**src/mdsel_cfg.svh**
```systemverilog
`ifndef MDSEL_CFG_SVH
`define MDSEL_CFG_SVH

// select table layout
`define MDSEL_MAIN_N 8
`define MDSEL_BOOT_N 4
`define MDSEL_ENTRIES 16
`define MDSEL_CFG_AW 4
`define MDSEL_ENTRY_W 42
`define MDSEL_IDX_MAIN0 0
`define MDSEL_IDX_BOOT0 8
`define MDSEL_IDX_SRAM 12
`define MDSEL_IDX_CSR 13
`define MDSEL_IDX_PERIPH 14
`define MDSEL_IDX_NVROUTE 15

// address field positions
`define MDSEL_UPPER_BIT 15
`define MDSEL_CSR_PAGE_HI 15
`define MDSEL_CSR_PAGE_LO 8

// register indices and byte addresses on the apb side
`define MDSEL_APB_AW 12
`define MDSEL_ROUTE_IDX 10'h0e2
`define MDSEL_ROUTE_ADDR {`MDSEL_ROUTE_IDX, 2'b00}
`define MDSEL_STATUS_ADDR 12'h000

// space routing register bits
`define MDSEL_RT_PIO 7
`define MDSEL_RT_MAIN_DATA 4
`define MDSEL_RT_BOOT_DATA 3
`define MDSEL_RT_MAIN_FETCH 2
`define MDSEL_RT_BOOT_FETCH 1
`define MDSEL_RT_MASK 8'h9e
`define MDSEL_RT_NV_MASK 8'h1e

`endif

```
**src/mdsel_pkg.sv**
```systemverilog
package mdsel_pkg;

  // one range entry of the decode logic array
  typedef struct packed {
    logic en;
    logic use_page;
    logic [7:0] page;
    logic [15:0] lo;
    logic [15:0] hi;
  } mdsel_entry_t;

  // one microcontroller bus cycle
  typedef struct packed {
    logic [15:0] addr;
    logic [7:0] page;
    logic rd;
    logic wr;
    logic fetch;
  } mdsel_bus_t;

  // apb request from the master
  typedef struct packed {
    logic psel;
    logic penable;
    logic pwrite;
    logic [11:0] paddr;
    logic [31:0] pwdata;
  } mdsel_apb_req_t;

  // all memory selects
  typedef struct packed {
    logic periph;
    logic csr;
    logic sram;
    logic [3:0] boot;
    logic [7:0] main;
  } mdsel_sel_t;

endpackage : mdsel_pkg

```
**src/mdsel_top.sv**
```systemverilog
// Chosen here: register access over APB and the register addresses.
`timescale 1ns/1ps
`include "mdsel_cfg.svh"

//
// Summary of operation
// - eight main flash sector selects, each over one 16K sector
// - four boot flash segment selects, each over one 8K segment
// - upper-half main sectors match the page value; lower-half ones ignore it
// - control register block select spans 256 bytes, page independent
// - core-internal registers and RAM are outside external data space
// - boot flash segment beats main flash sector on overlap
// - sram, register block or peripheral select beats any flash select
// - each bus cycle grants exactly the highest-priority matching memory
// - lower memory hidden under higher select stays unreachable
// - software write moves either flash between data and program space
// - select equations come from the programmed non-volatile configuration
// - routing bits 4,3 gate data access, bits 2,1 gate fetch
// - reset reloads routing bits from the non-volatile default
module mdsel_top #(
  parameter int MAIN_N = `MDSEL_MAIN_N,
  parameter int BOOT_N = `MDSEL_BOOT_N
) (
  input wire logic clock_i,
  input wire logic reset_i,
  input wire mdsel_pkg::mdsel_bus_t bus_i,
  output mdsel_pkg::mdsel_sel_t sel_o,
  input wire logic cfg_we_i,
  input wire logic [`MDSEL_CFG_AW-1:0] cfg_addr_i,
  input wire logic [`MDSEL_ENTRY_W-1:0] cfg_wdata_i,
  input wire mdsel_pkg::mdsel_apb_req_t apb_i,
  output logic pready_o,
  output logic [31:0] prdata_o,
  output logic pslverr_o
);

  localparam int EW = `MDSEL_ENTRY_W;
  localparam int NE = `MDSEL_ENTRIES;

  logic [NE*EW-1:0] cfg_flat;
  logic [7:0] nv_route;
  logic data_cyc;
  logic fetch_cyc;
  logic [7:0] main_raw;
  logic [3:0] boot_raw;
  logic sram_raw;
  logic csr_raw;
  logic periph_raw;
  logic [2:0] top_pick;
  logic [3:0] boot_pick;
  logic [7:0] main_pick;
  mdsel_pkg::mdsel_sel_t sel;
  logic [7:0] route_q;
  logic [7:0] route_d;
  logic [14:0] status_q;
  logic [14:0] status_d;
  logic pready_q;
  logic pready_d;
  logic [31:0] prdata_q;
  logic [31:0] prdata_d;
  logic pslverr_q;
  logic pslverr_d;
  logic setup;
  logic done;
  logic hit_route;
  logic hit_status;
  logic aligned;
  logic main_page_ok;

  // select table held as the programmed configuration
  mdsel_cfg_mem #(
    .WIDTH(EW),
    .DEPTH(NE),
    .AW(`MDSEL_CFG_AW)
  ) u_cfg (
    .clock_i(clock_i),
    .we_i(cfg_we_i),
    .addr_i(cfg_addr_i),
    .wdata_i(cfg_wdata_i),
    .rdata_o(cfg_flat)
  );

  // pick one entry out of the flat table
  function automatic mdsel_pkg::mdsel_entry_t entry_at(
    input logic [NE*EW-1:0] flat,
    input int idx
  );
    entry_at = mdsel_pkg::mdsel_entry_t'(flat[idx*EW +: EW]);
  endfunction : entry_at

  // range compare with optional page qualifier
  function automatic logic range_hit(
    input mdsel_pkg::mdsel_entry_t e,
    input logic [15:0] addr,
    input logic [7:0] page,
    input logic qual
  );
    range_hit = e.en && (addr >= e.lo) && (addr <= e.hi) &&
                (!qual || (e.page == page));
  endfunction : range_hit

  // keep only the lowest set bit so at most one select wins
  function automatic logic [7:0] lowest(input logic [7:0] x);
    lowest = x & 8'(~x + 8'h01);
  endfunction : lowest

  assign nv_route = cfg_flat[`MDSEL_IDX_NVROUTE*EW +: 8];

  // raw matches of every select against the presented cycle
  always_comb begin
    mdsel_pkg::mdsel_entry_t e;
    e = '0;
    data_cyc = bus_i.rd | bus_i.wr;
    fetch_cyc = bus_i.fetch;
    for (int i = 0; i < MAIN_N; i++) begin
      e = entry_at(cfg_flat, `MDSEL_IDX_MAIN0 + i);
      main_raw[i] = range_hit(e, bus_i.addr, bus_i.page,
                              e.lo[`MDSEL_UPPER_BIT]) &&
                    ((data_cyc && route_q[`MDSEL_RT_MAIN_DATA]) ||
                     (fetch_cyc && route_q[`MDSEL_RT_MAIN_FETCH]));
    end
    for (int i = 0; i < BOOT_N; i++) begin
      e = entry_at(cfg_flat, `MDSEL_IDX_BOOT0 + i);
      boot_raw[i] = range_hit(e, bus_i.addr, bus_i.page, 1'b0) &&
                    ((data_cyc && route_q[`MDSEL_RT_BOOT_DATA]) ||
                     (fetch_cyc && route_q[`MDSEL_RT_BOOT_FETCH]));
    end
    // sram, register block and peripheral live only in data space
    e = entry_at(cfg_flat, `MDSEL_IDX_SRAM);
    sram_raw = data_cyc && range_hit(e, bus_i.addr, bus_i.page, e.use_page);
    e = entry_at(cfg_flat, `MDSEL_IDX_CSR);
    csr_raw = data_cyc && e.en &&
              (bus_i.addr[`MDSEL_CSR_PAGE_HI:`MDSEL_CSR_PAGE_LO] ==
               e.lo[`MDSEL_CSR_PAGE_HI:`MDSEL_CSR_PAGE_LO]);
    e = entry_at(cfg_flat, `MDSEL_IDX_PERIPH);
    periph_raw = data_cyc && route_q[`MDSEL_RT_PIO] &&
                 range_hit(e, bus_i.addr, bus_i.page, e.use_page);
  end

  // priority: top level over boot flash over main flash
  // only external cycles reach here, so core-internal space never collides
  always_comb begin
    logic [7:0] t;
    logic [7:0] b;
    t = lowest({5'h00, periph_raw, csr_raw, sram_raw});
    b = lowest({4'h0, boot_raw});
    top_pick = t[2:0];
    boot_pick = (|top_pick) ? 4'h0 : b[3:0];
    main_pick = ((|top_pick) || (|boot_raw)) ? 8'h00 :
                lowest(main_raw);
    sel.sram = top_pick[0];
    sel.csr = top_pick[1];
    sel.periph = top_pick[2];
    sel.boot = boot_pick;
    sel.main = main_pick;
  end

  // selects leave without a register so the cycle sees them at once
  assign sel_o = sel;

  // apb decode of the current request
  always_comb begin
    setup = apb_i.psel && !apb_i.penable;
    done = apb_i.psel && apb_i.penable && pready_q;
    aligned = (apb_i.paddr[1:0] == 2'b00);
    hit_route = apb_i.paddr == `MDSEL_ROUTE_ADDR;
    hit_status = apb_i.paddr == `MDSEL_STATUS_ADDR;
  end

  // next values of routing, status and apb answer
  always_comb begin
    route_d = route_q;
    status_d = status_q;
    pready_d = 1'b0;
    prdata_d = 32'h0000_0000;
    pslverr_d = 1'b0;
    if (done && apb_i.pwrite && hit_route) begin
      route_d = apb_i.pwdata[7:0] & `MDSEL_RT_MASK;
    end
    if (data_cyc || fetch_cyc) begin
      status_d = sel;
    end
    if (setup) begin
      pready_d = 1'b1;
      pslverr_d = !(aligned && (hit_route || hit_status));
      if (!apb_i.pwrite && hit_route) begin
        prdata_d = {24'h00_0000, route_q};
      end else if (!apb_i.pwrite && hit_status) begin
        prdata_d = {17'h0_0000, status_q};
      end
    end
    if (reset_i) begin
      route_d = nv_route & `MDSEL_RT_NV_MASK;
      status_d = 15'h0000;
      pready_d = 1'b0;
      prdata_d = 32'h0000_0000;
      pslverr_d = 1'b0;
    end
  end

  // register stage
  always_ff @(posedge clock_i) begin
    route_q <= route_d;
    status_q <= status_d;
    pready_q <= pready_d;
    prdata_q <= prdata_d;
    pslverr_q <= pslverr_d;
  end

  assign pready_o = pready_q;
  assign prdata_o = prdata_q;
  assign pslverr_o = pslverr_q;

  // page of each granted upper-half main sector against the bus page
  always_comb begin
    mdsel_pkg::mdsel_entry_t m;
    m = '0;
    main_page_ok = 1'b1;
    for (int i = 0; i < MAIN_N; i++) begin
      m = entry_at(cfg_flat, `MDSEL_IDX_MAIN0 + i);
      if (sel.main[i] && m.lo[`MDSEL_UPPER_BIT] &&
          (m.page != bus_i.page)) begin
        main_page_ok = 1'b0;
      end
    end
  end
endmodule : mdsel_top

```
**src/mdsel_cfg_mem.sv**
```systemverilog
`timescale 1ns/1ps

// configuration store, written over the test port, read in parallel
module mdsel_cfg_mem #(
  parameter int WIDTH = 42,
  parameter int DEPTH = 16,
  parameter int AW = 4
) (
  input wire logic clock_i,
  input wire logic we_i,
  input wire logic [AW-1:0] addr_i,
  input wire logic [WIDTH-1:0] wdata_i,
  output logic [DEPTH*WIDTH-1:0] rdata_o
);

  logic [WIDTH-1:0] mem_q [DEPTH];
  logic [WIDTH-1:0] mem_d [DEPTH];

  // next contents: only the addressed word changes
  always_comb begin
    for (int i = 0; i < DEPTH; i++) begin
      mem_d[i] = mem_q[i];
      if (we_i && (int'(addr_i) == i)) begin
        mem_d[i] = wdata_i;
      end
    end
  end

  // no reset: contents stand for the programmed configuration
  always_ff @(posedge clock_i) begin
    mem_q <= mem_d;
  end

  // parallel read straight from the storage flops
  always_comb begin
    for (int i = 0; i < DEPTH; i++) begin
      rdata_o[i*WIDTH +: WIDTH] = mem_q[i];
    end
  end

endmodule : mdsel_cfg_mem

```
**config.mk**
```make
export PLATFORM = sky130hd
export DESIGN_NAME = mdsel_top
export DESIGN_NICKNAME = d
export VERILOG_FILES = /design/src/mdsel_pkg.sv /design/src/mdsel_top.sv /design/src/mdsel_cfg_mem.sv
export VERILOG_INCLUDE_DIRS = /design/src
export SDC_FILE = /design/constraint.sdc
export NUM_CORES = 1
export LEC_CHECK = 0
export BUFFER_PORTS_ARGS = -buffer_cell sky130_fd_sc_hd__clkbuf_2
export CORE_MARGIN = 2
export CORE_UTILIZATION = 30
export DETAILED_ROUTE_END_ITERATION = 10
export PLACE_DENSITY = 0.43
export SKIP_CTS_REPAIR_TIMING = 1
export SYNTH_ARGS = -nofsm -noshare
export SYNTH_HDL_FRONTEND = slang
export SYNTH_SLANG_ARGS = --single-unit
export TNS_END_PERCENT = 20
```
**constraint.sdc**
```tcl
create_clock -name clock_i -period 16 [get_ports clock_i]
set_clock_uncertainty 0.1 [all_clocks]
set_input_delay 3.2 -clock clock_i [delete_from_list [all_inputs] [get_ports clock_i]]
set_output_delay 3.2 -clock clock_i [all_outputs]
set_load 0.1 [all_outputs]
```
==> results.py <==
metrics = {
    "min_path": {
        "hold_path.class": "register to register",
    },
    "sta": {
        "finalMaxSlewViolations": 0,
        "worst_pin_slew_ns": 1.17,
        "holdWs_ns": 0.352,
        "setup_slack_ns": 4.63,
        "relSlewSlack": 0.216,
        "hold_viol": 0,
        "period_share": 0.711,
        "fmax_mhz": 87.9,
        "rsz0062_at_grt": "no",
        "finalCriticalPeriod_ns": 11.37,
        "setup_viol_count_final": 0,
        "setup_tns_ns": 0,
    },
    "detailed_routing": {
        "ant_nets": 0,
        "drc": 0,
        "postRouteWirelength_mm": 88.9,
        "wl_per_cell_microns": 22.2,
        "drtPass1Iterations": 5,
        "num_vias": 19100,
        "drt-initial-drc-count": 1069,
        "vias_per_cell": 4.77,
    },
    "setup_path": {
        "crit_path_max_incr_delay_ns": 0.89,
        "crit_type": "primary input to output pin",
        "required_ns": 12.70,
        "critPathCaptureType": "output pin",
        "crit_chain": "clkbuf_2 > buf_4 > ha_1 > a21oi_1 > o21ai_1 > a211oi_1 > o21ai_0 > a211oi_1 > o311ai_2 > or3_1 > or4_4 > nor2_1 > clkbuf_2",
        "path_delay_family": "compound AO/OA/AOI/OAI gates",
        "cpMaxStageDelayCell": "a211oi_1",
        "cp.arrival_ns": 8.07,
        "worstPathMaxFanout": 20,
        "path_buf_inv": 3,
        "start_kind": "primary input",
    },
    "status": {
        "status": "completed",
    },
    "global_route": {
        "grt_use_total": 0.171,
        "grt_pass1_wl_mm": 128,
        "grt_pass1_vias": 19700,
        "overflow": 0,
        "antenna_found_initial": 7,
        "grt_max_degree": 42,
    },
    "cts": {
        "clk_path_buf_depth": 3,
        "htreeDepth": 3,
        "clkLatencyLatePin_ns": 0.63,
        "clk_pin_slew_ns": 0.06,
        "cts_tree": "yes",
        "cts_sinks": 594,
        "cts_buffers": 70,
        "root_buffer": "clkbuf_16",
    },
    "synthesis": {
        "synth_cells": 2382,
        "ys.flop_type": "edfxtp_1",
        "synthDominantCellAreaShare": 0.553,
        "ys_seq_area_frac": 0.575,
        "synth_top_cells_by_area": "edfxtp_1, ha_1, inv_1",
        "yosys.area.top_type": "edfxtp_1",
        "synth-seq-cells": 594,
        "syn_avg_cell_area_sq_um": 12.8,
        "ys_types": 76,
        "synth_async_sr_flop_share": 0,
        "syn_area_sq_um": 30500,
        "yosys_warnings": 0,
        "synth_edf_count": 561,
    },
    "floorplan": {
        "start_util": 0.303,
        "rows": 116,
        "die_width_microns": 323,
        "dieArea_sq_um": 104000,
        "coreArea_sq_um": 100000,
        "die_height_microns": 323,
        "ioPinCount": 172,
    },
    "place": {
        "place_area_sq_um": 33000,
        "dp_hpwl_mm": 59.0,
        "numPortBuffers": 127,
        "gp_congestion": 0.793,
        "dp_slack_ns": 4.65,
    },
    "final_layout": {
        "fin_nets": 3174,
        "antenna_cells": 0,
        "drive_gt1_frac": 0.112,
        "area_growth_pct": 15.6,
        "post-route-cell-area_sq_um": 35200,
        "final_common_cell": "edfxtp_1",
        "layout_common_cells": "edfxtp_1, ha_1, inv_1, a21oi_1, clkbuf_2",
    },
    "pwr": {
        "power_density_nw_per_um2": 103,
        "p_leak_nw": 14.8,
        "ir_drop_mv": 0.0772,
    },
    "flow_run": {
        "maxCapViolations": 0,
    },
}
==> area by class of cell <==
type / count / area [sq um]
flip-flops and latches: 594 / 17500
clock buffers: 93 / 1930
fillers: 9832 / 65200
well taps: 1357 / 1700
multi-input cells: 1338 / 11300
clock inverters: 29 / 267
repair buffers: 164 / 913
inverters: 435 / 1630
==> cell families after synthesis <==
logic type                 share of synthesized area
AOI/OAI and AO/OA                             0.0822
xor gates and xnor gates                      0.0253
adders and majority gates                      0.184
buffers and inverters                         0.0604
DFF                                            0.575
muxes                                        0.00214
other                                       0.000123
and+or+nand+nor                               0.0711
==> state kept, by name, summed over array words and instances (netlist names) <==
| name | count |
|---|---|
| route_q | 5 |
| pslverr_o | 1 |
| pready_o | 1 |
| status_q | 15 |
| u_cfg.rdata_o | 557 |
| prdata_o | 15 |
==> worst register-to-register path, cell delays in order, from the launching register on <==
cell	delay (ns)
edfxtp_1	0.32
inv_1	0.06
ha_1	0.29
nand4_1	0.13
nor3_1	0.39
or4b_1	0.55
a311oi_1	0.90
o311ai_0	0.43
buf_4	0.28
nand2b_1	0.09
nor4b_1	0.08
and4bb_2	0.32
o21a_1	0.19
==> where the power goes <==
group / total [mW] / switching [mW] / internal [mW]
clock network: 1.55 / 0.651 / 0.902
registers: 1.74 / 0.00769 / 1.73
logic: 0.330 / 0.230 / 0.100
==> stage by stage <==
step,util,power [mW],std cells
6_report,0.351,3.62,4010
5_1_grt,0.351,3.77,4010
4_1_cts,0.351,3.68,4010
3_5_place_dp,0.329,2.11,3888
3_3_place_gp,0.329,2.10,3888
2_1_floorplan,-,1.95,2398
==> final timing paths <==
| kind | startpoint | endpoint | slack [ns] | cells after the start |
|---|---|---|---|---|
| worst max-delay path | bus_i[20] | sel_o[3] | 4.63 | 13 |
| worst min-delay path | status_q[11]$_SDFFE_PP0P_ | status_q[11]$_SDFFE_PP0P_ | 0.35 | 2 |
| worst max register to register | u_cfg.rdata_o[157]$_DFFE_PP_ | status_q[6]$_SDFFE_PP0P_ | 11.77 | 12 |
| worst min register to register | status_q[11]$_SDFFE_PP0P_ | status_q[11]$_SDFFE_PP0P_ | 0.35 | 2 |
==> cells in the mapped netlist (6+ instances only) <==
cell       instances
edfxtp_1         561
ha_1             448
inv_1            435
a21oi_1          136
nand4_1           91
xnor2_1           69
o21ai_0           66
nand2_1           60
nor2_1            60
a21o_1            52
nand3_1           41
dfxtp_1           33
a211oi_1          28
nor3_1            26
nor4_1            24
nor2b_1           23
buf_4             19
nand2b_1          19
xor2_1            19
o211ai_1          17
and2_1            15
o21a_1            10
buf_2              9
a221oi_1           8
a211o_1            7
a2111oi_0          6
a22o_1             6
o31ai_1            6
==> layer usage <==
metal | track usage | vias to the layer above | share of wire
met4 | 0.0492 | 6 | 0.027
met3 | 0.0266 | 120 | 0.036
li1 | - | 9115 | -
met5 | 0 | - | 0.00045
met2 | 0.292 | 324 | 0.48
met1 | 0.223 | 9580 | 0.45
Note: power is estimated with default switching activity, not from simulation.
